**src/verilog/ctam_pkg.sv**
```systemverilog
// Constants, types and register map for the cabinet thermometer alarm monitor.
// Assumes a 20 MHz system clock and a once-per-second enable derived from it.
package ctam_pkg;

  // ----------------------------------------------------------------
  // Timing
  // ----------------------------------------------------------------
  localparam int          CLK_HZ          = 20_000_000;
  localparam int          SEC_CYCLES      = CLK_HZ;
  localparam int          MENU_TIMEOUT_S  = 15;
  localparam int          ALARM_DELAY_MIN = 45;
  localparam int          SIL_SHORT_MIN   = 5;
  localparam int          SIL_LONG_MIN    = 45;
  localparam logic [11:0] MENU_TO_TK      = 12'(MENU_TIMEOUT_S);
  localparam logic [11:0] ALARM_DELAY_TK  = 12'(ALARM_DELAY_MIN * 60);
  localparam logic [11:0] SIL_SHORT_TK    = 12'(SIL_SHORT_MIN * 60);
  localparam logic [11:0] SIL_LONG_TK     = 12'(SIL_LONG_MIN * 60);
  localparam logic [1:0]  CFG_CAP_DONE    = 2'h3;

  // ----------------------------------------------------------------
  // Temperature values and ranges
  // ----------------------------------------------------------------
  typedef logic signed [9:0] ctam_temp_t;
  localparam ctam_temp_t LIMIT_MIN   = 10'h3D8;
  localparam ctam_temp_t LIMIT_MAX   = 10'h0C7;
  localparam ctam_temp_t CAL_MIN     = 10'h3E2;
  localparam ctam_temp_t CAL_MAX     = 10'h01E;
  localparam ctam_temp_t UPPER_RESET = 10'h0C7;
  localparam ctam_temp_t LOWER_RESET = 10'h3D8;
  localparam ctam_temp_t CAL_RESET   = 10'h000;

  // ----------------------------------------------------------------
  // APB register map
  // ----------------------------------------------------------------
  localparam logic [7:0] REG_STATUS = 8'h00;
  localparam logic [7:0] REG_TEMP   = 8'h04;
  localparam logic [7:0] REG_LIMITS = 8'h08;
  localparam logic [7:0] REG_LOGS   = 8'h0C;
  localparam logic [7:0] REG_CAL    = 8'h10;

  // ----------------------------------------------------------------
  // Types
  // ----------------------------------------------------------------
  typedef enum logic [2:0] {
    MENU_IDLE   = 3'b000,
    MENU_UPPER  = 3'b001,
    MENU_LOWER  = 3'b010,
    MENU_PEAK   = 3'b011,
    MENU_TROUGH = 3'b100,
    MENU_CAL    = 3'b101
  } ctam_menu_e;

  typedef struct packed {
    logic delay_en;
    logic manual_rst;
    logic sw3;
    logic sw4;
  } ctam_cfg_s;

  typedef struct packed {
    logic set;
    logic up;
    logic down;
    logic rst;
  } ctam_btn_s;

endpackage

```
**src/verilog/ctam_monitor.sv**
```systemverilog
// Cabinet thermometer alarm monitor: menu, logs, calibration, alarm and APB slave.
// Assumes raw pin inputs (buttons, switches, sensor word) and an APB master on i_clk.
//
// Contract
// - Set steps upper, lower, peak, trough, calibration.
// - Alarm limits span minus forty to 199.
// - Keep peak temperature; reset press clears it.
// - Keep trough temperature; reset press clears it.
// - Add calibration offset, minus thirty to thirty.
// - Arrows step value by one; set commits.
// - Fifteen idle seconds abandon menu, discard edits.
// - Save flashes display once; otherwise nothing stored (here an APB write to REG_CAL also stores calibration).
// - Switch one selects zero or 45 minute delay.
// - Alarm asserts beyond limit, now or delayed.
// - Switch two selects automatic or manual clearing.
// - Automatic mode clears once temperature returns.
// - Manual mode holds alarm until reset press.
// - Switches three, four pick silencing time.
// - Both switches on disable all alarms.
// - Reset press silences audible alarm.
// - Active alarm flashes the temperature display.
// - Low battery lights three dots.
// - Mains lost: reset shows temperature, sounds.
//
// Local design decisions: the placing of the registers and the APB interface to the registers.
`timescale 1ns/1ps

module ctam_monitor
  import ctam_pkg::*;
#(
  parameter int P_SEC_CYCLES = SEC_CYCLES
)
(
  // Clock and reset
  input  wire logic        i_clk,
  input  wire logic        i_rst,
  // Operator pins
  input  wire ctam_btn_s   i_btn,
  input  wire ctam_cfg_s   i_dip,
  input  wire logic        i_batt_low,
  input  wire logic        i_mains_lost,
  input  wire ctam_temp_t  i_sensor,
  // APB slave
  input  wire logic        i_psel,
  input  wire logic        i_penable,
  input  wire logic        i_pwrite,
  input  wire logic [7:0]  i_paddr,
  input  wire logic [31:0] i_pwdata,
  output logic [31:0]      o_prdata,
  output logic             o_pready,
  output logic             o_pslverr,
  // Display and alarm outputs
  output ctam_temp_t       o_disp_value,
  output logic             o_disp_lit,
  output logic [2:0]       o_menu_item,
  output logic [2:0]       o_batt_dots,
  output logic             o_alarm_relay,
  output logic             o_audible
);

  // ----------------------------------------------------------------
  // Pin synchronisers and button edges
  // ----------------------------------------------------------------
  logic [19:0] pin_m_q;
  logic [19:0] pin_s_q;
  logic [3:0]  btn_p_q;

  always_ff @(posedge i_clk)
  begin
    pin_m_q <= {i_btn, i_dip, i_batt_low, i_mains_lost, i_sensor};
    pin_s_q <= pin_m_q;
    btn_p_q <= pin_s_q[19:16];
  end

  ctam_btn_s  press;
  ctam_cfg_s  dip_s;
  logic       batt_s;
  logic       mains_s;
  ctam_temp_t sens_s;

  assign press   = ctam_btn_s'(pin_s_q[19:16] & ~btn_p_q);
  assign dip_s   = ctam_cfg_s'(pin_s_q[15:12]);
  assign batt_s  = pin_s_q[11];
  assign mains_s = pin_s_q[10];
  assign sens_s  = pin_s_q[9:0];

  // ----------------------------------------------------------------
  // Switch capture and one-second enable
  // ----------------------------------------------------------------
  logic [1:0]  cap_q;
  ctam_cfg_s   cfg_q;
  logic [24:0] div_q;
  logic        tick_q;
  logic        cfg_ok;

  assign cfg_ok = (cap_q == CFG_CAP_DONE);

  // Capture continues until the synchroniser holds real pin levels.
  always_ff @(posedge i_clk)
  begin
    if (i_rst)
    begin
      cap_q <= 2'h0;
      cfg_q <= '0;
    end
    else if (!cfg_ok)
    begin
      cap_q <= cap_q + 2'h1;
      cfg_q <= dip_s;
    end
  end

  always_ff @(posedge i_clk)
  begin
    if (i_rst || div_q == 25'(P_SEC_CYCLES - 1))
      div_q <= 25'h0;
    else
      div_q <= div_q + 25'h1;
    tick_q <= !i_rst && (div_q == 25'(P_SEC_CYCLES - 1));
  end

  // ----------------------------------------------------------------
  // Calibrated temperature
  // ----------------------------------------------------------------
  ctam_temp_t upper_q;
  ctam_temp_t lower_q;
  ctam_temp_t cal_q;
  ctam_temp_t temp_w;

  assign temp_w = sens_s + cal_q;

  // ----------------------------------------------------------------
  // Menu state machine
  // ----------------------------------------------------------------
  ctam_menu_e menu_q;
  ctam_menu_e menu_d;
  ctam_temp_t upper_e_q;
  ctam_temp_t lower_e_q;
  ctam_temp_t cal_e_q;
  logic [11:0] idle_q;
  logic        timeout;
  logic        commit;

  function automatic ctam_temp_t step_val(ctam_temp_t v, ctam_btn_s b, ctam_temp_t vmin, ctam_temp_t vmax);
    step_val = v;
    if (b.up && v < vmax)
      step_val = v + 10'sh001;
    else if (b.down && v > vmin)
      step_val = v - 10'sh001;
  endfunction

  assign timeout = (menu_q != MENU_IDLE) && (idle_q > MENU_TO_TK);
  assign commit  = (menu_q == MENU_CAL) && press.set && !timeout;

  always_comb
  begin
    menu_d = menu_q;
    case (menu_q)
      MENU_IDLE:   if (press.set) menu_d = MENU_UPPER;
      MENU_UPPER:  if (press.set) menu_d = MENU_LOWER;
      MENU_LOWER:  if (press.set) menu_d = MENU_PEAK;
      MENU_PEAK:   if (press.set) menu_d = MENU_TROUGH;
      MENU_TROUGH: if (press.set) menu_d = MENU_CAL;
      MENU_CAL:    if (press.set) menu_d = MENU_IDLE;
      default:     menu_d = MENU_IDLE;
    endcase
    if (timeout)
      menu_d = MENU_IDLE;
  end

  always_ff @(posedge i_clk)
  begin
    if (i_rst)
      menu_q <= MENU_IDLE;
    else
      menu_q <= menu_d;
  end

  always_ff @(posedge i_clk)
  begin
    if (i_rst || menu_q == MENU_IDLE || (|press))
      idle_q <= 12'h000;
    else if (tick_q && idle_q <= MENU_TO_TK)
      idle_q <= idle_q + 12'h001;
  end

  // Edits live in shadows until the last set press of the sequence.
  always_ff @(posedge i_clk)
  begin
    if (menu_q == MENU_IDLE)
    begin
      upper_e_q <= upper_q;
      lower_e_q <= lower_q;
      cal_e_q   <= cal_q;
    end
    else
    begin
      if (menu_q == MENU_UPPER)
        upper_e_q <= step_val(upper_e_q, press, LIMIT_MIN, LIMIT_MAX);
      if (menu_q == MENU_LOWER)
        lower_e_q <= step_val(lower_e_q, press, LIMIT_MIN, LIMIT_MAX);
      if (menu_q == MENU_CAL)
        cal_e_q <= step_val(cal_e_q, press, CAL_MIN, CAL_MAX);
    end
  end

  // ----------------------------------------------------------------
  // Stored settings
  // ----------------------------------------------------------------
  logic        apb_acc;
  logic        apb_done;
  logic        cal_wr;
  ctam_temp_t  wr_val;

  assign apb_acc  = i_psel && i_penable;
  assign apb_done = apb_acc && o_pready;
  assign wr_val   = i_pwdata[9:0];
  assign cal_wr   = apb_done && i_pwrite && (i_paddr == REG_CAL) && wr_val >= CAL_MIN && wr_val <= CAL_MAX;

  always_ff @(posedge i_clk)
  begin
    if (i_rst)
    begin
      upper_q <= UPPER_RESET;
      lower_q <= LOWER_RESET;
      cal_q   <= CAL_RESET;
    end
    else if (commit)
    begin
      upper_q <= upper_e_q;
      lower_q <= lower_e_q;
      cal_q   <= cal_e_q;
    end
    else if (cal_wr)
      cal_q <= wr_val;
  end

  // ----------------------------------------------------------------
  // Peak and trough logs
  // ----------------------------------------------------------------
  ctam_temp_t peak_q;
  ctam_temp_t trough_q;
  logic       log_ok_q;

  always_ff @(posedge i_clk)
  begin
    if (i_rst)
      log_ok_q <= 1'b0;
    else if (cfg_ok)
      log_ok_q <= 1'b1;
    if (cfg_ok && (!log_ok_q || press.rst))
    begin
      peak_q   <= temp_w;
      trough_q <= temp_w;
    end
    else
    begin
      if (temp_w > peak_q)
        peak_q <= temp_w;
      if (temp_w < trough_q)
        trough_q <= temp_w;
    end
  end

  // ----------------------------------------------------------------
  // Alarm, delay and silencing
  // ----------------------------------------------------------------
  logic        out_lim;
  logic        no_alarm;
  logic        trip;
  logic        clr;
  logic        alarm_q;
  logic [11:0] dly_q;
  logic [11:0] sil_q;
  logic [11:0] sil_lim;
  logic        sil_en;
  logic        silenced_q;
  logic        beep_q;

  assign out_lim  = cfg_ok && (temp_w > upper_q || temp_w < lower_q);
  assign no_alarm = cfg_q.sw3 && cfg_q.sw4;
  assign trip     = out_lim && !no_alarm && (!cfg_q.delay_en || dly_q >= ALARM_DELAY_TK);
  assign clr      = no_alarm || (cfg_q.manual_rst ? press.rst : !out_lim);
  assign sil_en   = cfg_q.sw3 ^ cfg_q.sw4;
  assign sil_lim  = cfg_q.sw4 ? SIL_SHORT_TK : SIL_LONG_TK;

  always_ff @(posedge i_clk)
  begin
    if (i_rst || !out_lim)
      dly_q <= 12'h000;
    else if (tick_q && dly_q < ALARM_DELAY_TK)
      dly_q <= dly_q + 12'h001;
  end

  // A new trip wins over a clear in the same cycle.
  always_ff @(posedge i_clk)
  begin
    if (i_rst)
      alarm_q <= 1'b0;
    else
      alarm_q <= trip || (alarm_q && !clr);
  end

  always_ff @(posedge i_clk)
  begin
    if (i_rst || !alarm_q)
    begin
      sil_q      <= 12'h000;
      silenced_q <= 1'b0;
    end
    else
    begin
      if (tick_q && sil_q < sil_lim)
        sil_q <= sil_q + 12'h001;
      if (press.rst || (sil_en && sil_q >= sil_lim))
        silenced_q <= 1'b1;
    end
  end

  always_ff @(posedge i_clk)
  begin
    if (i_rst || !mains_s)
      beep_q <= 1'b0;
    else if (press.rst)
      beep_q <= 1'b1;
  end

  // ----------------------------------------------------------------
  // Display flashing
  // ----------------------------------------------------------------
  logic       phase_q;
  logic       save_flash_q;
  logic       lit_d;
  ctam_temp_t disp_d;

  always_ff @(posedge i_clk)
  begin
    if (i_rst)
    begin
      phase_q      <= 1'b0;
      save_flash_q <= 1'b0;
    end
    else
    begin
      phase_q      <= phase_q ^ tick_q;
      save_flash_q <= commit || (save_flash_q && !tick_q);
    end
  end

  assign lit_d  = mains_s ? beep_q : !(save_flash_q || (alarm_q && phase_q));
  assign disp_d = (menu_q == MENU_UPPER)  ? upper_e_q :
                  (menu_q == MENU_LOWER)  ? lower_e_q :
                  (menu_q == MENU_PEAK)   ? peak_q :
                  (menu_q == MENU_TROUGH) ? trough_q :
                  (menu_q == MENU_CAL)    ? cal_e_q : temp_w;

  always_ff @(posedge i_clk)
  begin
    if (i_rst)
    begin
      o_disp_value  <= '0;
      o_disp_lit    <= 1'b0;
      o_menu_item   <= 3'h0;
      o_batt_dots   <= 3'h0;
      o_alarm_relay <= 1'b0;
      o_audible     <= 1'b0;
    end
    else
    begin
      o_disp_value  <= disp_d;
      o_disp_lit    <= lit_d;
      o_menu_item   <= menu_q;
      o_batt_dots   <= {3{batt_s}};
      o_alarm_relay <= alarm_q;
      o_audible     <= (alarm_q && !silenced_q) || beep_q;
    end
  end

  // ----------------------------------------------------------------
  // APB slave
  // ----------------------------------------------------------------
  logic        hit;
  logic [31:0] rd_word;

  assign hit     = (i_paddr == REG_STATUS) || (i_paddr == REG_TEMP) || (i_paddr == REG_LIMITS) ||
                   (i_paddr == REG_LOGS) || (i_paddr == REG_CAL);
  assign rd_word = (i_paddr == REG_STATUS) ? {25'h0, mains_s, batt_s, alarm_q, o_audible, menu_q} :
                   (i_paddr == REG_TEMP)   ? {22'h0, temp_w} :
                   (i_paddr == REG_LIMITS) ? {6'h0, upper_q, 6'h0, lower_q} :
                   (i_paddr == REG_LOGS)   ? {6'h0, peak_q, 6'h0, trough_q} :
                   (i_paddr == REG_CAL)    ? {22'h0, cal_q} : 32'h0;

  always_ff @(posedge i_clk)
  begin
    if (i_rst)
    begin
      o_pready  <= 1'b0;
      o_prdata  <= 32'h0;
      o_pslverr <= 1'b0;
    end
    else
    begin
      o_pready  <= apb_acc && !o_pready;
      o_prdata  <= (apb_acc && !o_pready && !i_pwrite) ? rd_word : 32'h0;
      o_pslverr <= apb_acc && !o_pready && !hit;
    end
  end
endmodule

```
**config.mk**
```make
export PLATFORM = sky130hd
export DESIGN_NAME = ctam_monitor
export DESIGN_NICKNAME = d
export VERILOG_FILES = /design/src/verilog/ctam_pkg.sv /design/src/verilog/ctam_monitor.sv
export SDC_FILE = /design/constraint.sdc
export NUM_CORES = 1
export LEC_CHECK = 0
export ABC_CLOCK_PERIOD_IN_PS = 7000
export BUFFER_PORTS_ARGS = -buffer_cell sky130_fd_sc_hd__buf_2
export CAP_MARGIN = 20
export CORE_ASPECT_RATIO = 2
export CORE_MARGIN = 2
export CORE_UTILIZATION = 40
export CTS_CLUSTER_SIZE = 8
export DETAILED_ROUTE_END_ITERATION = 16
export SLEW_MARGIN = 10
export SYNTH_ARGS = -nofsm -noshare
export SYNTH_HDL_FRONTEND = slang
export SYNTH_SLANG_ARGS = --single-unit
export TNS_END_PERCENT = 10
```
**constraint.sdc**
```tcl
create_clock -name i_clk -period 7 [get_ports i_clk]
set_input_delay 1.05 -clock i_clk [delete_from_list [all_inputs] [get_ports i_clk]]
set_output_delay 1.05 -clock i_clk [all_outputs]
set_load 0.01 [all_outputs]
```
==> qor.txt <==
Status = finished clean
Initial antenna violation count = 1
Drt initial violations = 639
Row cnt = 89
H-tree level count = 2
LEAKAGE = 0.00550 µW
Hold_sp = pin_m_q[2]
Die width = 127 µm
Syn. warnings = 0
Overflow after GRT = 0
Crit path time final = 4.02 ns
Critical R2R Launch = cal_q[1]
Filler Cell Count = 2807
Layout Skew = 0.0213 ns
Die area = 0.0315 mm²
CTS tree = done
Clk slew on worst S/H paths = 0.05 ns
NetSw = 1200 µW
Sw frac = 0.300
Crit Path Max Fanout = 10
Top cells by area, synth = dfxtp_1 32%, edfxtp_1 13%, ha_1 8.8%, nor2_1 4.8%, nand2_1 4.4%
Commonest non-fill, non-tap cell in the layout = dfxtp_1
First-pass GRT wire length = 54000 µm
Max-cap violations = 0
Cell area after synthesis = 0.0120 mm²
CP endpoint kind = flip-flop
Nets = 1568
Worst rel slew slack = 0.267
# clock sinks = 240
Min-Delay Path Class = reg -> reg
Pwr Density = 289 mW/mm²
Crit path from = cal_q[1]
Total GRT Usage = 0.217
HPWL Detailed = 26100 µm
Part of the power in registers = 0.435
Setup Fix Bufs, Post-CTS = 0
Die H = 249 µm
Clk buf depth = 3
Setup TNS = 0 ns
Final setup viols = 0
Area delta synth->final = 14.8%
Synth cell types = 70
Post-Syn Instances = 1318
P_int = 2790 µW
Unrepaired setup endpoints after global routing = false
Largest net degree at the start of global routing = 43
EDFF count, synth = 50
Area occupied by multi-input gates = 0.00622 mm²
CTS Hold Bufs = 0
Synthesis-stage register bit count = 240
Max Transition Viols Final = 0
Final Cycle Share = 0.575
Core Area = 0.0295 mm²
Crit Path Class = reg -> reg
Most frequent cells in the layout = 190 x dfxtp_1, 153 x nor2_1, 142 x nand2_1
Max IR drop VDD = 0.153 mV
Syn Area/Cell = 9.11 µm²
Asr flop ratio synth = 0
Drt pass-1 iters = 5
Top-area cell type share of the netlist area = 0.317
Register area share after synthesis = 0.442
DRC = 0
Crit path DAT = 4.15 ns
Seq. cell area = 0.00531 mm²
Post-cts sizing count = 0
DR vias = 10.1k
Worst-Margin Slew = 1.10 ns
Fmax achieved = 249 MHz
Endpoints failing hold = 0
Clock Latency Late Sink = 0.51 ns
CP startpoint kind = flip-flop
Total CTS buffers = 35
Share of layout cells above drive strength 1 = 0.118
Vias per Instance = 5.66
WL/cell = 19.4 µm
Main synth FF type = dfxtp_1
Post-Route WL = 34700 µm
Vias in the first global route = 10.0k
CTS root buf = clkbuf_16
Port Buffers = 83
Post-DRT Antenna Nets = 0
Clock network power share = 0.375
Power share of the combinational group = 0.190
Placer Congestion = 0.995
CP Data Required Time = 7.12 ns
Initial core utilization = 0.407
Top Ports = 118
Cell taking the most area after synthesis = dfxtp_1
Hold Slack = 0.312 ns
==> area by class of cell <==
class / instances / share of cell area
repair buffers: 108 / 0.0438
clock inverters: 1 / 0.000636
clock buffers: 48 / 0.0671
inverters: 70 / 0.0191
well taps: 364 / 0.0330
diodes: 1 / 0.000182
multi-input cells: 960 / 0.451
flip-flops and latches: 240 / 0.385
==> logic make-up (layout without fill, tap and decap cells) <==
kind of cell,count (synthesis),after routing,synth area share
other,1,13,0.000312
xor gates and xnor gates,74,74,0.0540
DFF,240,240,0.442
and+or+nand+nor,461,461,0.178
adders and majority gates,88,88,0.0942
AOI/OAI and AO/OA,315,315,0.178
buffers and inverters,129,227,0.0455
muxes,10,10,0.00844
==> metrics by stage <==
step / std cells / power [µW] / util / worst slack [ns] / area (µm²)
6_report: 1792 / 3990 / 0.467 / 2.98 / 13800
5_1_grt: 1792 / 4170 / 0.467 / 2.69 / 13800
4_1_cts: 1791 / 4010 / 0.467 / 2.97 / 13800
3_5_place_dp: 1742 / 2510 / 0.435 / 2.97 / 12800
3_3_place_gp: 1742 / 2490 / 0.435 / 3.06 / 12800
2_1_floorplan: 1329 / 2250 / - / 3.55 / 12000
==> worst max-delay path: stages (launching register included) <==
cell      delay [ns]
dfxtp_1         0.44
ha_1            0.29
a211oi_1        0.27
o21bai_1        0.14
o41a_1          0.41
mux2i_1         0.20
nor2_1          0.54
ha_1            0.30
a211o_1         0.13
o211ai_1        0.08
o221ai_1        0.85
==> power by group through the flow <==
| stage | Clock (µW) | Sequential (µW) | Combinational, µW |
|---|---|---|---|
| after floorplan | 0 | 1680 | 567 |
| after global placement | 0 | 1750 | 733 |
| after detailed placement | 0 | 1760 | 754 |
| after CTS | 1520 | 1730 | 759 |
| after global routing | 1580 | 1740 | 851 |
| final | 1500 | 1730 | 758 |
==> state kept, by name (all words and copies together), names as in the netlist, 2 cells and up <==
signal        cells
upper_q          10
o_disp_value     10
pin_m_q          20
idle_q           12
peak_q           10
lower_e_q        10
o_prdata         20
cap_q             2
pin_s_q          20
cal_e_q          10
upper_e_q        10
btn_p_q           4
trough_q         10
cfg_q             4
div_q            25
dly_q            12
lower_q          10
cal_q            10
o_menu_item       3
menu_q            3
sil_q            12
==> cell usage after synthesis, types with 5 or more instances <==
cell type	number
o21ai_0	58
nor3_1	32
a311oi_2	10
buf_1	8
dfxtp_1	190
or4_1	7
nand3_1	28
nor2b_1	14
o21bai_1	9
a21oi_1	89
and2_1	11
a211o_1	5
ha_1	84
nor4_1	10
xor2_1	39
clkbuf_1	31
o21a_1	9
a211oi_1	12
mux2i_1	9
a31oi_1	18
nand4_1	17
xnor2_1	35
o31ai_1	8
inv_1	69
a221oi_1	15
nor2_1	153
buf_4	15
and3_1	11
a22oi_1	13
nand2_1	142
buf_2	5
nand2b_1	10
a21o_1	14
o211ai_1	14
or3_1	6
edfxtp_1	50
==> metal layers <==
| metal | track usage | routed length, µm | vias to the layer above | share of wire |
|---|---|---|---|---|
| met1 | 0.217 | 12000 | 4809 | 0.35 |
| met3 | 0.0294 | 1750 | 108 | 0.050 |
| met5 | 0 | 0 | - | 0 |
| met2 | 0.417 | 18900 | 345 | 0.55 |
| met4 | 0.125 | 2020 | 0 | 0.058 |
| li1 | - | - | 4877 | - |
==> final timing paths <==
path | to | slack [ns] | depth (start not counted)
setup / recovery | peak_q[3] | 2.98 | 10
hold / removal | pin_s_q[2] | 0.31 | 0
setup reg to reg | peak_q[3] | 2.98 | 10
hold reg to reg | pin_s_q[2] | 0.31 | 0
(Power assumes the default switching activity.)
